--- config.mk ---
export PLATFORM = sky130hd
export DESIGN_NAME = dpw_top
export DESIGN_NICKNAME = d
export VERILOG_FILES = /design/src/rtl/dpw_pkg.sv /design/src/rtl/dpw_line_if.sv /design/src/rtl/dpw_line_sync.sv /design/src/rtl/dpw_bit_shift.sv /design/src/rtl/dpw_top.sv
export SDC_FILE = /design/constraint.sdc
export NUM_CORES = 1
export LEC_CHECK = 0
export ABC_CLOCK_PERIOD_IN_PS = 2700
export BUFFER_PORTS_ARGS = -buffer_cell sky130_fd_sc_hd__buf_2
export CELL_PAD_IN_SITES_DETAIL_PLACEMENT = 0
export CELL_PAD_IN_SITES_GLOBAL_PLACEMENT = 1
export CORE_MARGIN = 3
export CORE_UTILIZATION = 35
export CTS_CLUSTER_DIAMETER = 60
export CTS_CLUSTER_SIZE = 16
export DETAILED_ROUTE_END_ITERATION = 6
export PLACE_DENSITY_LB_ADDON = 0.1
export SLEW_MARGIN = 20
export SYNTH_ARGS = -nofsm -noshare
export SYNTH_HDL_FRONTEND = slang
export SYNTH_SLANG_ARGS = --single-unit
--- constraint.sdc ---
create_clock -name mclk_in -period 2.7 [get_ports mclk_in]
set_input_delay 0.405 -clock mclk_in [delete_from_list [all_inputs] [get_ports mclk_in]]
set_output_delay 0.405 -clock mclk_in [all_outputs]
set_load 0.05 [all_outputs]
--- src/rtl/dpw_pkg.sv ---
// Purpose: Shared constants and types of the wiper serial interface.
// Assumes: Bytes arrive most significant bit first.
// Notes:   Address byte is seven address bits then the direction bit.
package dpw_pkg;

    localparam logic [4:0] ADDR_FIXED   = 5'h0B;
    localparam int         ADR_FIX_LSB  = 3;
    localparam int         ADR_STRAP_HI = 2;
    localparam int         ADR_STRAP_LO = 1;
    localparam int         ADR_RW       = 0;

    localparam int         INS_CHAN     = 7;
    localparam int         INS_CENTER   = 6;
    localparam int         INS_PDOWN    = 5;
    localparam int         INS_GP_TWO   = 4;
    localparam int         INS_GP_ONE   = 3;

    localparam logic [7:0] WIPER_MID    = 8'h80;
    localparam logic [3:0] BIT_LAST     = 4'h7;
    localparam logic [3:0] BIT_ACK      = 4'h8;

    typedef enum logic [9:0] {
        S_IDLE      = 10'h001,
        S_ADDR      = 10'h002,
        S_ADDR_ACK  = 10'h004,
        S_INSTR     = 10'h008,
        S_INSTR_ACK = 10'h010,
        S_DATA      = 10'h020,
        S_DATA_ACK  = 10'h040,
        S_READ      = 10'h080,
        S_READ_ACK  = 10'h100,
        S_IGNORE    = 10'h200
    } dpw_state_e;

endpackage

--- src/rtl/dpw_line_if.sv ---
// Purpose: Bus line events passed between the wiper interface modules.
// Assumes: All signals are on the mclk_in domain.
// Notes:   Events are single-cycle pulses; sda_level is a level.
`timescale 1ns/1ps
interface dpw_line_if;
    logic scl_rise;
    logic scl_fall;
    logic start_cond;
    logic stop_cond;
    logic sda_level;
    modport src (output scl_rise, scl_fall, start_cond, stop_cond,
                 sda_level);
    modport dst (input  scl_rise, scl_fall, start_cond, stop_cond,
                 sda_level);
endinterface

--- src/rtl/dpw_line_sync.sv ---
// Purpose: Synchronise the bus lines and find edges, start and stop.
// Assumes: Bus clock is far slower than mclk_in.
// Notes:   Lines reset to the released (high) level.
`timescale 1ns/1ps
module dpw_line_sync (
    input  wire logic mclk_in,
    input  wire logic rst_in,
    input  wire logic scl_in,
    input  wire logic sda_in,
    dpw_line_if.src   ln
);
    logic [1:0] scl_q;
    logic [1:0] sda_q;
    logic       scl_d;
    logic       sda_d;

    always_ff @(posedge mclk_in) begin
        if (rst_in) begin
            scl_q <= 2'h3;
            sda_q <= 2'h3;
            scl_d <= 1'b1;
            sda_d <= 1'b1;
        end else begin
            scl_q <= {scl_q[0], scl_in};
            sda_q <= {sda_q[0], sda_in};
            scl_d <= scl_q[1];
            sda_d <= sda_q[1];
        end
    end

    assign ln.scl_rise   = scl_q[1] & ~scl_d;
    assign ln.scl_fall   = ~scl_q[1] & scl_d;
    // SDA moving while SCL stays high marks a frame boundary
    assign ln.start_cond = scl_q[1] & scl_d & sda_d & ~sda_q[1];
    assign ln.stop_cond  = scl_q[1] & scl_d & ~sda_d & sda_q[1];
    assign ln.sda_level  = sda_q[1];
endmodule

--- src/rtl/dpw_bit_shift.sv ---
// Purpose: Sample serial bits and count the nine clocks of each byte.
// Assumes: Line events come from dpw_line_sync.
// Notes:   Count 8 is the acknowledge slot; the count wraps after it.
`timescale 1ns/1ps
module dpw_bit_shift
    import dpw_pkg::*;
(
    input  wire logic       mclk_in,
    input  wire logic       rst_in,
    dpw_line_if.dst         ln,
    output logic [7:0]      rx_byte_out,
    output logic [3:0]      bit_cnt_out
);
    // The SCL fall that closes a start wraps the count to zero
    always_ff @(posedge mclk_in) begin
        if (rst_in || ln.stop_cond) begin
            bit_cnt_out <= 4'h0;
        end else if (ln.start_cond) begin
            bit_cnt_out <= BIT_ACK;
        end else if (ln.scl_fall) begin
            bit_cnt_out <= (bit_cnt_out == BIT_ACK) ? 4'h0
                         : 4'(bit_cnt_out + 4'h1);
        end
    end

    // Data is taken while SCL is high, so changes in the low phase pass
    always_ff @(posedge mclk_in) begin
        if (rst_in) begin
            rx_byte_out <= 8'h00;
        end else if (ln.scl_rise) begin
            rx_byte_out <= {rx_byte_out[6:0], ln.sda_level};
        end
    end
endmodule

--- src/rtl/dpw_top.sv ---
// Purpose: Serial target interface of a one or two wiper potentiometer.
// Assumes: rst_in is the power-on preset; pins are asynchronous.
// Notes:   SDA is open drain: sda_oe_out high pulls the line low.
//
// Behaviour
// - Address is fixed 01011 followed by the two strap bits.
// - Addressed only when both strap bits match the strap pins.
// - On address match, pull SDA low in the ninth clock.
// - Unaddressed device stays idle with SDA released.
// - Direction bit high reads from device, low writes to it.
// - Instruction top bit selects wiper one or two; single part uses 0.
// - Second instruction bit moves selected wiper to midscale.
// - Third instruction bit shuts down selected channel, like the pin.
// - Next two instruction bits set output two then output one.
// - Three low instruction bits are ignored.
// - Wiper data byte follows the instruction and is acknowledged.
// - SDA changes only while SCL low, except start and stop.
// - Read drives wiper code after address ack; controller answers NACK.
// - Each further data byte updates the selected wiper.
// - Each further read byte returns the wiper code again.
// - Read returns the channel last selected by a write instruction.
// - Power-on presets each wiper to midscale.
// - Shutdown keeps the stored wiper code and reapplies it later.
// - Both logic outputs are low until programmed.
// - Instruction shutdown is left when a new command arrives.
`timescale 1ns/1ps
module dpw_top
    import dpw_pkg::*;
#(
    parameter int CHANNELS = 2
) (
    input  wire logic       mclk_in,
    input  wire logic       rst_in,
    input  wire logic       scl_in,
    input  wire logic       sda_in,
    input  wire logic       addr_strap_low_in,
    input  wire logic       addr_strap_high_in,
    input  wire logic       power_down_pin_n_in,
    output logic            sda_out,
    output logic            sda_oe_out,
    output logic [7:0]      wiper_one_out,
    output logic [7:0]      wiper_two_out,
    output logic [1:0]      power_down_out,
    output logic            gp_output_one_out,
    output logic            gp_output_two_out
);
    generate
        if (CHANNELS < 1 || CHANNELS > 2) begin : g_bad_chan
            $error("CHANNELS must be 1 or 2");
        end
    endgenerate

    dpw_line_if ln ();

    logic [7:0] rx;
    logic [3:0] bit_cnt;

    dpw_line_sync u_sync (
        .mclk_in (mclk_in),
        .rst_in  (rst_in),
        .scl_in  (scl_in),
        .sda_in  (sda_in),
        .ln      (ln.src)
    );

    dpw_bit_shift u_shift (
        .mclk_in     (mclk_in),
        .rst_in      (rst_in),
        .ln          (ln.dst),
        .rx_byte_out (rx),
        .bit_cnt_out (bit_cnt)
    );

    // Straps and shutdown pin pass two flops before use
    logic [2:0] pin_q1;
    logic [2:0] pin_q2;

    always_ff @(posedge mclk_in) begin
        if (rst_in) begin
            pin_q1 <= 3'h4;
            pin_q2 <= 3'h4;
        end else begin
            pin_q1 <= {power_down_pin_n_in, addr_strap_high_in,
                       addr_strap_low_in};
            pin_q2 <= pin_q1;
        end
    end

    wire strap_lo   = pin_q2[0];
    wire strap_hi   = pin_q2[1];
    wire pd_pin_n   = pin_q2[2];

    dpw_state_e state;
    dpw_state_e next_state;
    logic       next_oe;
    logic [7:0] tx;
    logic [7:0] next_tx;
    logic       rd_mode;
    logic       sel_chan;
    logic [1:0] pdown_bit;

    wire byte_end = ln.scl_fall && (bit_cnt == BIT_LAST);
    wire ack_end  = ln.scl_fall && (bit_cnt == BIT_ACK);

    wire addr_hit = (rx[7:ADR_FIX_LSB] == ADDR_FIXED)
                 && (rx[ADR_STRAP_HI] == strap_hi)
                 && (rx[ADR_STRAP_LO] == strap_lo);

    // Single-channel part always lands on wiper one
    wire ins_chan = (CHANNELS == 2) ? rx[INS_CHAN] : 1'b0;
    wire [7:0] sel_wiper = sel_chan ? wiper_two_out
                                    : wiper_one_out;

    wire addr_take  = byte_end && (state == S_ADDR);
    wire instr_take = byte_end && (state == S_INSTR);
    wire data_take  = byte_end && (state == S_DATA);
    wire nack_seen  = rx[0];

    // A start from any state re-arms, so repeated starts switch modes
    always_comb begin
        next_state = state;
        next_oe    = sda_oe_out;
        next_tx    = tx;
        if (ln.start_cond) begin
            next_state = S_ADDR;
            next_oe    = 1'b0;
        end else if (ln.stop_cond) begin
            next_state = S_IDLE;
            next_oe    = 1'b0;
        end else if (byte_end) begin
            case (state)
                S_ADDR: begin
                    next_state = addr_hit ? S_ADDR_ACK : S_IGNORE;
                    next_oe    = addr_hit;
                end
                S_INSTR: begin
                    next_state = S_INSTR_ACK;
                    next_oe    = 1'b1;
                end
                S_DATA: begin
                    next_state = S_DATA_ACK;
                    next_oe    = 1'b1;
                end
                S_READ: begin
                    next_state = S_READ_ACK;
                    next_oe    = 1'b0;
                end
                default: begin
                    next_state = state;
                end
            endcase
        end else if (ack_end) begin
            case (state)
                S_ADDR_ACK: begin
                    if (rd_mode) begin
                        next_state = S_READ;
                        next_tx    = sel_wiper;
                        next_oe    = ~sel_wiper[7];
                    end else begin
                        next_state = S_INSTR;
                        next_oe    = 1'b0;
                    end
                end
                S_INSTR_ACK, S_DATA_ACK: begin
                    next_state = S_DATA;
                    next_oe    = 1'b0;
                end
                S_READ_ACK: begin
                    if (nack_seen) begin
                        next_state = S_IGNORE;
                        next_oe    = 1'b0;
                    end else begin
                        next_state = S_READ;
                        next_tx    = sel_wiper;
                        next_oe    = ~sel_wiper[7];
                    end
                end
                default: begin
                    next_state = state;
                end
            endcase
        end else if (ln.scl_fall && state == S_READ) begin
            // Next bit goes out in the low phase of SCL
            next_tx = {tx[6:0], 1'b0};
            next_oe = ~tx[6];
        end
    end

    always_ff @(posedge mclk_in) begin
        if (rst_in) begin
            state      <= S_IDLE;
            sda_oe_out <= 1'b0;
            sda_out    <= 1'b0;
            tx         <= 8'h00;
        end else begin
            state      <= next_state;
            sda_oe_out <= next_oe;
            sda_out    <= 1'b0;
            tx         <= next_tx;
        end
    end

    always_ff @(posedge mclk_in) begin
        if (rst_in) begin
            rd_mode <= 1'b0;
        end else if (addr_take) begin
            rd_mode <= rx[ADR_RW];
        end
    end

    // Instruction fields; the three low bits are never looked at
    always_ff @(posedge mclk_in) begin
        if (rst_in) begin
            sel_chan          <= 1'b0;
            pdown_bit         <= 2'h0;
            gp_output_one_out <= 1'b0;
            gp_output_two_out <= 1'b0;
        end else if (instr_take) begin
            sel_chan          <= ins_chan;
            // Any new instruction clears the older software shutdown
            pdown_bit         <= {ins_chan & rx[INS_PDOWN],
                                  ~ins_chan & rx[INS_PDOWN]};
            gp_output_two_out <= rx[INS_GP_TWO];
            gp_output_one_out <= rx[INS_GP_ONE];
        end
    end

    // Codes are kept through shutdown and come back unchanged
    always_ff @(posedge mclk_in) begin
        if (rst_in) begin
            wiper_one_out <= WIPER_MID;
            wiper_two_out <= WIPER_MID;
        end else if (instr_take && rx[INS_CENTER]) begin
            if (ins_chan) begin
                wiper_two_out <= WIPER_MID;
            end else begin
                wiper_one_out <= WIPER_MID;
            end
        end else if (data_take) begin
            if (sel_chan) begin
                wiper_two_out <= rx;
            end else begin
                wiper_one_out <= rx;
            end
        end
    end

    always_ff @(posedge mclk_in) begin
        if (rst_in) begin
            power_down_out <= 2'h0;
        end else begin
            power_down_out <= pdown_bit | {2{~pd_pin_n}};
        end
    end
endmodule

### After elaboration in Yosys (flattened, before gate mapping)

Cells that the tools add are included.

| word-level totals | value |
|---|---|
| bits in registers | 66 |
| input bits | 7 |
| output and inout port bits | 22 |
| word-level logic and storage cells | 128 |

| cells by class | value |
|---|---|
| add/subtract/negate cells | 1 |
| equality and inequality tests | 23 |
| mux-type cells | 33 |
| bitwise logic cells | 21 |
| reduce and logical (&&, ||, !) cells | 29 |

Operators with widths:

| kind | number |
|---|---|
| $mux W8 | 10 |
| $mux W10 | 4 |
| $pmux W10 S4 | 1 |
| $pmux W10 S3 | 1 |
| $mux W7 | 4 |
| $reduce_and A3 Y1 | 5 |
| $pmux W7 S2 | 1 |
| $mux W4 | 3 |
| $not A1 Y1 | 11 |
| $eq A10 B2 Y1 const B | 1 |
| $eq A10 B3 Y1 const B | 1 |
| $eq A10 B4 Y1 const B | 1 |
| $eq A10 B5 Y1 const B | 1 |
| $eq A10 B6 Y1 const B | 1 |
| $eq A10 B7 Y1 const B | 1 |
| $eq A10 B8 Y1 const B | 1 |
| $eq A10 B9 Y1 const B | 1 |
| $reduce_bool A2 Y1 | 5 |
| $and A1 B1 Y1 | 9 |
| $logic_and A1 B1 Y1 | 9 |
| $reduce_bool A4 Y1 | 2 |
| $ne A7 B2 Y1 const B | 1 |
| $reduce_and A7 Y1 | 1 |
| $ne A3 B3 Y1 const B | 2 |
| 20 further kinds | 30 |

### Longest topological paths before layout

Gate-level depths: netlist of the first run.

| logic depth | value |
|---|---|
| depth after elaboration | 8 |
| mapped depth | 9 |

### Modules after synthesis

A second synthesis of the first run with hierarchy kept.

| second synthesis, totals | value |
|---|---|
| cell total of the unflattened synthesis | 372 |
| area, all modules | 3230.6 um^2 |

By module, submodules not included:

| module | times used | cells each | area each (um^2) |
|---|---|---|---|
| dpw_top | 1 | 304 | 2516.2 |
| dpw_bit_shift | 1 | 52 | 524.3 |
| dpw_line_sync | 1 | 16 | 190.2 |

### Worst setup path before layout of the first run

OpenSTA, ideal clock, no wires.

| path | value |
|---|---|
| path kind | register to register |
| start point | register state[4] |
| end point | register tx[1] |
| setup time | 128 ps |
| arrival time | 2009 ps |
| required time | 2572 ps |
| setup slack | 563 ps |
| cell stages (with the launch flop) | 8 |
| path buffers | 1 |
| cells stage by stage | dfxtp_1 -> buf_2 -> or4_1 -> nor3_4 -> nand2_2 -> a211oi_4 -> mux2i_1 -> nor2_1 |

| between the ends | value |
|---|---|
| longest elaborated chain between the ends | 4 |
| elaborated cells on any way between the ends | 11 |
| those cells by class | 6 x eq/ne; 2 x mux; 3 x reduce/logical |

Ends and longest elaborated chain:

| what | line | RTL |
|---|---|---|
| from (decl) | dpw_top.sv:93 | `dpw_state_e state;` |
| from (signal assigned) | dpw_top.sv:196 | `state <= next_state;` |
| $eq A10 B8 Y1 | dpw_top.sv:182 | `end else if (ln.scl_fall && state == S_READ) begin` |
| $logic_and A1 B1 Y1 | dpw_top.sv:182 |  |
| $reduce_bool A2 Y1 (no source line) | -- |  |
| $reduce_and A7 Y1 (no source line) | -- |  |
| to (signal assigned) | dpw_top.sv:199 | `tx <= next_tx;` |
| to (decl) | dpw_top.sv:96 | `logic [7:0] tx;` |

Parallel ways exist; a longest one is shown, timed or not.
A chain may end at the register's enable or synchronous reset.

### Worst setup path in the final report of the first run

| path | value |
|---|---|
| start point | register state[6] |
| end point | register tx[2] |

Same word-level chain as after synthesis.

==> flow_summary.yaml, run 1 <==
status:
  outcome: "finished clean"
yosys:
  netlist_instances: 352
  yosysWarnings: 0
  syn-num-nets: 361
  synth-edff-count: 0
  synth_cell_types: 51
  synth_flop_cell: "dfxtp_1"
  syn_area_um2: 3027
  syn_avg_cell_area_um2: 8.598
  ys_seq_area_frac: 0.4365
  synth-seq-cells: 66
  async_flop_share: 0
timing:
  finalCritPeriodShare: 0.8775
  drv_slew: 0
  worst_slew_pin_slew_ps: 575.7
  fmax_mhz: 422.1
  setup_violations: 0
  layout_min_cycle_time_ps: 2369
  clock_skew_ps: 13.42
  final_hold_viol_count: 0
  fin_setup_tns_ps: 0
  max-slew-margin-rel: 0.6162
  rsz0062_at_grt: "false"
placed_design:
  port_buffers: 27
  finalWeightedCongestion: 0.7959
  dp_hpwl_um: 5270
die:
  core-area_um2: 8299
  initial_core_util: 0.3647
  io_pins: 29
  fp-row-count: 33
  die-height_um: 98.99
  die_width_um: 98.99
  die_area_um2: 9799
power_and_ir_drop:
  p_leak_nw: 1.293
  powerDensity_nw_per_um2: 601.3
  finalPower_mw: 2.125
  ir_drop_mv: 0.2420
clock_tree:
  cts_buffers: 9
  cts_setup_buffers: 0
  ctsRootBufferMaster: "clkbuf_8"
  clk_path_buf_depth: 2
  cts_tree: "yes"
  cts_hold_buf: 0
  clkLatencyLatePin_ps: 340
  h-tree-depth: 3
  path_clk_slew_ps: 80
  cts.sinks: 66
  cts_resized: 0
setup_path:
  worstSetupEndpointType: "register"
  worstPathMaxFanout: 11
  path_class: "reg -> reg"
  crit_start: "state[6]"
  critical_path_arrival_ps: 2610
  r2r-start: "state[6]"
  startpoint_type: "register"
  cp.required_ps: 2940
detailed_routing:
  antenna_left: 0
  drt-initial-drc-count: 140
  vias: 2501
  firstDrtPassIters: 4
  drc: 0
  viasPerCell: 5.125
  wl_per_cell_um: 15.34
  wl_um: 7484
cells_and_area:
  drive_above_1_share: 0.1906
  nets: 387
  syn2layout_area_growth_pct: 16.74
  antennaDiodeCount: 0
run:
  maxCapViolCount: 0
grt:
  grt-ovfl-total: 0
  grt_usage: 0.1603
  grt_max_degree: 24
  grt_pass1_vias: 2407
  grt_pass1_wl_um: 12390
  antenna_found_initial: 0
hold_path:
  holdCritStartpoint: "scl_in"
  min_path_type: "in -> reg"
cells in the final DEF (no fill, tap or decap), drive strengths merged, types with 2 or more instances in the layout:
cell      n
clkbuf   10
nor4b     2
o21ai    21
inv      10
nand3    18
o31ai     4
nor2b     7
o211ai    2
a32oi     3
o21bai    2
nor3      4
nand2    35
and2      3
nand2b   11
xnor2     3
nor4      7
dfxtp    66
or4       4
o2111ai   2
nor3b     3
or2       8
clkinv    3
a21oi    35
nor2     33
o21a      2
xor2      5
ha        2
buf      38
bufinv    3
mux2i    23
state kept, by name, indices dropped and copies added (netlist names), 2 cells and up:
signal,count
pdown_bit,2
pin_q1,3
pin_q2,3
power_down_out,2
state,10
tx,7
u_shift.bit_cnt_out,4
u_shift.rx_byte_out,8
u_sync.scl_q,2
u_sync.sda_q,2
wiper_one_out,8
wiper_two_out,8
path summary, 6_finish.rpt:
| kind | endpoint | slack [ps] | depth (start not counted) |
|---|---|---|---|
| setup / recovery | tx[2] | 330 | 6 |
| setup reg to reg | tx[2] | 330 | 6 |
| hold / removal | u_sync.scl_q[0] | 240 | 2 |
| hold reg to reg | pin_q2[2] | 410 | 1 |
through the flow:
| stage | worst slack (ps) | instances | area, um2 | util | hold slack, ps |
|---|---|---|---|---|---|
| final | 330.7 | 488 | 3533 | 0.4258 | 236.1 |
| after global routing | 161.0 | 488 | 3533 | 0.4258 | 230.8 |
| after CTS | 329.6 | 488 | 3533 | 0.4258 | 224.8 |
| after detailed placement | 343.6 | 472 | 3283 | 0.3956 | 392.8 |
| after global placement | 291.9 | 472 | 3283 | 0.3956 | 393.7 |
| after floorplan | 563.1 | 352 | 3027 | - | 389.5 |
layout make-up:
class / count / area [um2]
Fill cell: 879 / 4766
Multi-Input combinational cell: 253 / 1575
Sequential cell: 66 / 1321
Timing Repair Buffer: 38 / 217.7
Clock buffer: 10 / 137.6
Tap cell: 105 / 131.4
Clock inverter: 6 / 112.6
Inverter: 10 / 37.54
report_power, final:
part	internal (mW)	switching, mW
Sequential	0.985	0.0108
Combinational	0.0269	0.0502
Clock	0.642	0.410
Total	1.65	0.471
synthesized netlist by cell type (all sizes together) (2+ instances only):
| library cell | n | area (um2) |
|---|---|---|
| a21oi | 35 | 175.2 |
| a32oi | 3 | 26.28 |
| and2 | 3 | 18.77 |
| buf | 4 | 21.27 |
| clkbuf | 19 | 71.32 |
| dfxtp | 66 | 1321 |
| ha | 2 | 25.02 |
| inv | 9 | 33.78 |
| mux2i | 23 | 230.2 |
| nand2 | 35 | 133.9 |
| nand2b | 11 | 68.82 |
| nand3 | 18 | 90.09 |
| nor2 | 33 | 123.9 |
| nor2b | 7 | 43.79 |
| nor3 | 4 | 53.80 |
| nor3b | 3 | 22.52 |
| nor4 | 7 | 65.06 |
| nor4b | 2 | 17.52 |
| o2111ai | 2 | 23.77 |
| o211ai | 2 | 15.01 |
| o21a | 2 | 15.01 |
| o21ai | 21 | 105.1 |
| o21bai | 2 | 15.01 |
| o31ai | 4 | 30.03 |
| or2 | 8 | 50.05 |
| or4 | 4 | 33.78 |
| xnor2 | 3 | 26.28 |
| xor2 | 5 | 43.79 |
metal layers:
layer / wire length, um / track usage / vias to the layer above
met5: 0 / 0 / -
met4: 174 / 0.07773 / 0
met3: 190 / 0.03539 / 16
met2: 3286 / 0.2324 / 39
met1: 3832 / 0.2245 / 1169
li1: - / - / 1277
critical path: stages (launching register included):
cell and delay [ps]:
dfxtp_1 430, or4_1 670, nor3_4 240, nand2_2 110
a211oi_4 500, mux2i_1 260, nor2_1 50
cell families (layout without fill, tap and decap cells):
| group | after synthesis | after routing | synth area share |
|---|---|---|---|
| AO/OA/AOI/OAI | 78 | 78 | 0.1567 |
| XOR/XNOR | 8 | 8 | 0.02315 |
| adder cells (fa/ha/maj) | 2 | 2 | 0.008267 |
| buffers and inverters | 33 | 64 | 0.04299 |
| flip-flops | 66 | 66 | 0.4365 |
| multiplexers | 24 | 24 | 0.07978 |
| other | 1 | 1 | 0.001239 |
| AND/OR/NAND/NOR | 140 | 140 | 0.2514 |
(Power assumes the default switching activity.)
==> run 2: changes to the inputs <==
--- a/config.mk
+++ b/config.mk
@@ -10,10 +10,11 @@
 export CELL_PAD_IN_SITES_DETAIL_PLACEMENT = 0
 export CELL_PAD_IN_SITES_GLOBAL_PLACEMENT = 1
 export CORE_MARGIN = 3
-export CORE_UTILIZATION = 35
+export CORE_UTILIZATION = 44
 export CTS_CLUSTER_DIAMETER = 60
 export CTS_CLUSTER_SIZE = 16
 export DETAILED_ROUTE_END_ITERATION = 6
+export GPL_ROUTABILITY_DRIVEN = 0
 export PLACE_DENSITY_LB_ADDON = 0.1
 export SLEW_MARGIN = 20
 export SYNTH_ARGS = -nofsm -noshare
==> flow_summary.yaml, run 2 (synthesis gave the netlist of run 1 again) <==
timing:
  rsz0062_at_grt: "false"
  drv_slew: 0
  finalWorstSetupSlack_ps: 290.4
  fmax_mhz: 415.0
  max-slew-margin-rel: 0.5544
  worst_slew_pin_slew_ps: 661.4
  finalCritPeriodShare: 0.8924
  fin_setup_tns_ps: 0
  final_hold_viol_count: 0
  setup_violations: 0
  layout_min_cycle_time_ps: 2410
  clock_skew_ps: 3.919
power_and_ir_drop:
  powerDensity_nw_per_um2: 557.2
  p_leak_nw: 1.273
  ir_drop_mv: 0.3455
placed_design:
  dp_hpwl_um: 4765
  pre_cts_slack_ps: 127.1
  placed_cells: 443
  port_buffers: 27
  dpl_cell_area_um2: 3241
die:
  die-height_um: 88.94
  die_width_um: 88.94
  core-area_um2: 6495
  fp-row-count: 29
  die_area_um2: 7910
  initial_core_util: 0.4660
  io_pins: 29
setup_path:
  reg2regPathDepth: 6
  critical_path_arrival_ps: 2640
  worstPathMaxFanout: 11
  path_class: "reg -> reg"
  r2r-start: "state[6]"
  worstSetupEndpointType: "register"
  reg2reg_to: "tx[4]"
  startpoint_type: "register"
  rrSetupSlack_ps: 290
  cp.required_ps: 2930
detailed_routing:
  viasPerCell: 5.401
  drc: 0
  antenna_left: 0
  vias: 2490
  firstDrtPassIters: 4
  drt-initial-drc-count: 96
  wl_per_cell_um: 14.49
  wl_um: 6678
cells_and_area:
  nets: 388
  layout.cells.non_filler: 461
  syn2layout_area_growth_pct: 14.26
  fill_cells: 621
  final_common_cell: "dfxtp_1"
  layout_common_cells: "dfxtp_1 (66), a21oi_1 (35), nand2_1 (34), nor2_1 (33), buf_2 (27)"
  largest-register: "state"
  postLayoutCellArea_um2: 3458
  largest_register_ffs: 10
  antennaDiodeCount: 0
  drive_above_1_share: 0.1927
grt:
  grt-ovfl-total: 0
  grt_pass1_vias: 2333
  grt_max_degree: 40
  antenna_found_initial: 0
  grt_usage: 0.1919
  grt_pass1_wl_um: 11510
clock_tree:
  cts_tree: "yes"
  clk_path_buf_depth: 2
  cts_setup_buffers: 0
  path_clk_slew_ps: 70
  cts.sinks: 66
  cts_buffers: 9
  clkLatencyLatePin_ps: 350
  ctsRootBufferMaster: "clkbuf_8"
  h-tree-depth: 3
hold_path:
  holdCritStartpoint: "sda_in"
  whs_path_depth: 2
  hold_end: "u_sync.sda_q[0]"
  min_path_type: "in -> reg"
run:
  maxCapViolCount: 0
status:
  outcome: "finished clean"
run 2: how the worst max path moves through the flow:
| stage | startpoint | end | slack, ps | cells past startpoint |
|---|---|---|---|---|
| after floorplan | state[4] | tx[1] | 560 | 7 |
| after global placement | u_shift.bit_cnt_out[1] | wiper_one_out[4] | 190 | 7 |
| after detailed placement | u_shift.bit_cnt_out[1] | wiper_one_out[0] | 130 | 7 |
| after CTS | u_shift.bit_cnt_out[1] | wiper_one_out[5] | 110 | 7 |
| after global routing | u_shift.bit_cnt_out[1] | wiper_two_out[5] | 60 | 8 |
| final | state[6] | tx[4] | 290 | 6 |
run 2: metrics by stage:
step	hold WS, ps	total power [mW]	utilization
finish	231.1	1.927	0.5325
global route	222.0	2.004	0.5325
CTS	217.1	1.948	0.5301
detailed placement	393.8	1.093	0.4989
global placement	391.4	1.093	0.4989
floorplan	389.5	1.071	-
run 2: per-layer routing:
layer | GRT usage | vias up | share of wire
met3 | 0.03594 | 11 | 0.045
li1 | - | 1274 | -
met5 | 0 | - | 0
met4 | 0.09743 | 0 | 0.019
met1 | 0.2677 | 1155 | 0.50
met2 | 0.2834 | 50 | 0.44
run 2: critical path: stages (launching register included):
cell	delay, ps
dfxtp_1	430
or4_1	700
nor3_4	250
nand2_2	120
a211oi_4	480
mux2i_1	250
nor2_1	60
run 2: what timing repair did:
| item | in CTS | in global routing |
|---|---|---|
| hold buffers | 0 | 0 |
| setup endpoints to repair | 0 | 1 |
| resized for setup | 0 | 0 |
run 2: area by class of cell:
cell class | instances | area, um2 | area share
clock buffer | 10 | 137.6 | 0.03980
sequential | 66 | 1321 | 0.3821
clock inverter | 6 | 65.06 | 0.01881
tap | 77 | 96.34 | 0.02786
timing repair buffer | 39 | 225.2 | 0.06512
multi-input combinational | 253 | 1575 | 0.4555
inverter | 10 | 37.54 | 0.01085
run 2: report_power, final:
| part | switching (mW) | internal [mW] | leakage, nW |
|---|---|---|---|
| sequential | 0.0101 | 0.985 | 0.535 |
| clock | 0.404 | 0.453 | 0.103 |
| combinational | 0.0484 | 0.0268 | 0.636 |
==> run 3: changes to the inputs <==
--- a/config.mk
+++ b/config.mk
@@ -10,7 +10,7 @@
 export CELL_PAD_IN_SITES_DETAIL_PLACEMENT = 0
 export CELL_PAD_IN_SITES_GLOBAL_PLACEMENT = 1
 export CORE_MARGIN = 3
-export CORE_UTILIZATION = 44
+export CORE_UTILIZATION = 45
 export CTS_CLUSTER_DIAMETER = 60
 export CTS_CLUSTER_SIZE = 16
 export DETAILED_ROUTE_END_ITERATION = 6
@@ -19,4 +19,5 @@
 export SLEW_MARGIN = 20
 export SYNTH_ARGS = -nofsm -noshare
 export SYNTH_HDL_FRONTEND = slang
+export SYNTH_HIERARCHICAL = 1
 export SYNTH_SLANG_ARGS = --single-unit
==> constraint.sdc (replaced) <==
create_clock -name mclk_in -period 2.7 [get_ports mclk_in]
set_input_delay 0.405 -clock mclk_in [delete_from_list [all_inputs] [get_ports mclk_in]]
set_output_delay 0.405 -clock mclk_in [all_outputs]
set_load 0.005 [all_outputs]
==> flow_summary.yaml, run 3 <==
status:
  outcome: "finished clean"
die:
  die_width_um: 90.73
  die_area_um2: 8232
  initial_core_util: 0.4703
  core-area_um2: 6869
  fp-row-count: 30
  io_pins: 29
  die-height_um: 90.73
placed_design:
  dp_hpwl_um: 5887
  port_buffers: 27
  pre_cts_slack_ps: 400.0
cells_and_area:
  fill_cells: 672
  largest-register: "state"
  drive_above_1_share: 0.1771
  syn2layout_area_growth_pct: 12.55
  antennaDiodeCount: 0
  final_common_cell: "dfxtp_1"
  largest_register_ffs: 10
  layout_common_cells: "dfxtp_1 (66), a21oi_1 (35), nand3_1 (28), buf_2 (27), nand2_1 (26)"
  nets: 405
clock_tree:
  path_clk_slew_ps: 80
  clk_path_buf_depth: 2
  cts_setup_buffers: 0
  cts.sinks: 66
  ctsRootBufferMaster: "clkbuf_8"
  cts_resized: 0
  cts_tree: "yes"
  h-tree-depth: 3
  cts_buffers: 9
  cts_hold_buf: 0
  clkLatencyLatePin_ps: 360
setup_path:
  cp_num_buf_inv: 0
  critical_path_arrival_ps: 2640
  path_class: "reg -> reg"
  max_stage_delay_ps: 550
  worstPathMaxFanout: 10
  cp.required_ps: 2990
  path_cells: "nor4b_1 -> nand4_1 -> o32a_1 -> or4_1 -> a21oi_1"
  cp_slowest_cell: "dfxtp_1"
  startpoint_type: "register"
  worstSetupEndpointType: "register"
  cp_top_family: "simple AND/OR/NAND/NOR gates"
grt:
  grt_max_degree: 58
  antenna_found_initial: 0
  grt_pass1_wl_um: 13540
  grt-ovfl-total: 0
  grt_pass1_vias: 2648
  grt_usage: 0.2064
detailed_routing:
  vias: 2837
  firstDrtPassIters: 4
  drt-initial-drc-count: 285
  wl_per_cell_um: 16.96
  wl_um: 8428
  drc: 0
  antenna_left: 0
  viasPerCell: 5.708
timing:
  finalWorstSetupSlack_ps: 346.1
  hold_slack_ps: 228.3
  rsz0062_at_grt: "false"
  worst_slew_pin_slew_ps: 924.6
  clock_skew_ps: 13.23
  drv_slew: 0
  finalCritPeriodShare: 0.8718
  setup_violations: 0
  layout_min_cycle_time_ps: 2354
  fmax_mhz: 424.8
  fin_setup_tns_ps: 0
  max-slew-margin-rel: 0.3823
  final_hold_viol_count: 0
yosys:
  synth-seq-cells: 66
  netlist_instances: 372
  ys_seq_area_frac: 0.4090
  syn_avg_cell_area_um2: 8.684
  yosysTopAreaCell: "dfxtp_1"
  syn_area_um2: 3231
  async_flop_share: 0
  synth_flop_cell: "dfxtp_1"
  syn-num-nets: 381
  yosysWarnings: 6
  synth-edff-count: 0
  yosys.cell_count.top_type: "dfxtp_1"
  ys_top_cells_by_area: "dfxtp_1 (41%), mux2i_1 (6.8%), a21oi_1 (5.4%)"
  yosys-top-cells-count: "dfxtp_1 (66), a21oi_1 (35), nand3_1 (28), nand2_1 (26), o21ai_0 (24)"
  synthDominantCellAreaShare: 0.4090
  synth_cell_types: 62
power_and_ir_drop:
  powerDensity_nw_per_um2: 514.4
  p_leak_nw: 1.257
  ir_drop_mv: 0.2860
run:
  maxCapViolCount: 0
hold_path:
  min_path_type: "in -> reg"
==> run 3: cells by family after synthesis <==
family,Yosys count,share of synthesized area
flops,66,0.4090
mux,22,0.06816
other cells,1,0.001161
compound gates,94,0.1797
xor+xnor,6,0.01627
fa+ha+maj,2,0.007745
simple gates,150,0.2773
buf+inv,31,0.04067
==> run 3: worst reg2reg max path: stages (launching register included) <==
cell	delay (ps)
dfxtp_1	550
nor4b_1	460
nand4_1	300
o32a_1	350
or4_1	490
a21oi_1	140
==> run 3: per-layer routing <==
metal,up-vias,share of wire,track usage
li1,1413,-,-
met2,56,0.45,0.3107
met5,-,0,0
met1,1363,0.49,0.2884
met4,0,0.0077,0.05740
met3,5,0.047,0.05750
==> run 3: where the power goes <==
group | switching (mW) | leakage (nW) | internal (mW) | total, mW
Clock | 0.439 | 0.0848 | 0.348 | 0.788
Combinational | 0.0529 | 0.637 | 0.0324 | 0.0853
Sequential | 0.0118 | 0.535 | 0.985 | 0.997
==> run 3: layout make-up <==
type,instances,area [um2],share of cell area
Inverter,8,30.03,0.008259
Clock inverter,7,60.06,0.01652
Clock buffer,9,123.9,0.03407
Tap cell,96,120.1,0.03304
Timing Repair Buffer,36,202.7,0.05575
Sequential cell,66,1321,0.3634
Multi-Input combinational cell,275,1778,0.4890
==> run 3: worst paths after layout <==
path                                      start               to  slack, ps  cells after the start
worst min-delay path                     scl_in  u_sync/scl_q[0]        230                      2
worst max-delay path                   state[7]            tx[0]        350                      5
worst max register to register         state[7]            tx[0]        350                      5
worst min register to register  u_sync/scl_q[0]  u_sync/scl_q[1]        410                      1
==> run 3: stage by stage <==
step / instances / instance area (um2) / util / power, mW
6_report: 497 / 3636 / 0.5293 / 1.870
3_5_place_dp: 481 / 3452 / 0.5026 / 1.106
2_1_floorplan: 372 / 3231 / - / 1.079
5_1_grt: 497 / 3636 / 0.5293 / 1.939
3_3_place_gp: 481 / 3452 / 0.5026 / 1.105
4_1_cts: 497 / 3636 / 0.5293 / 1.891
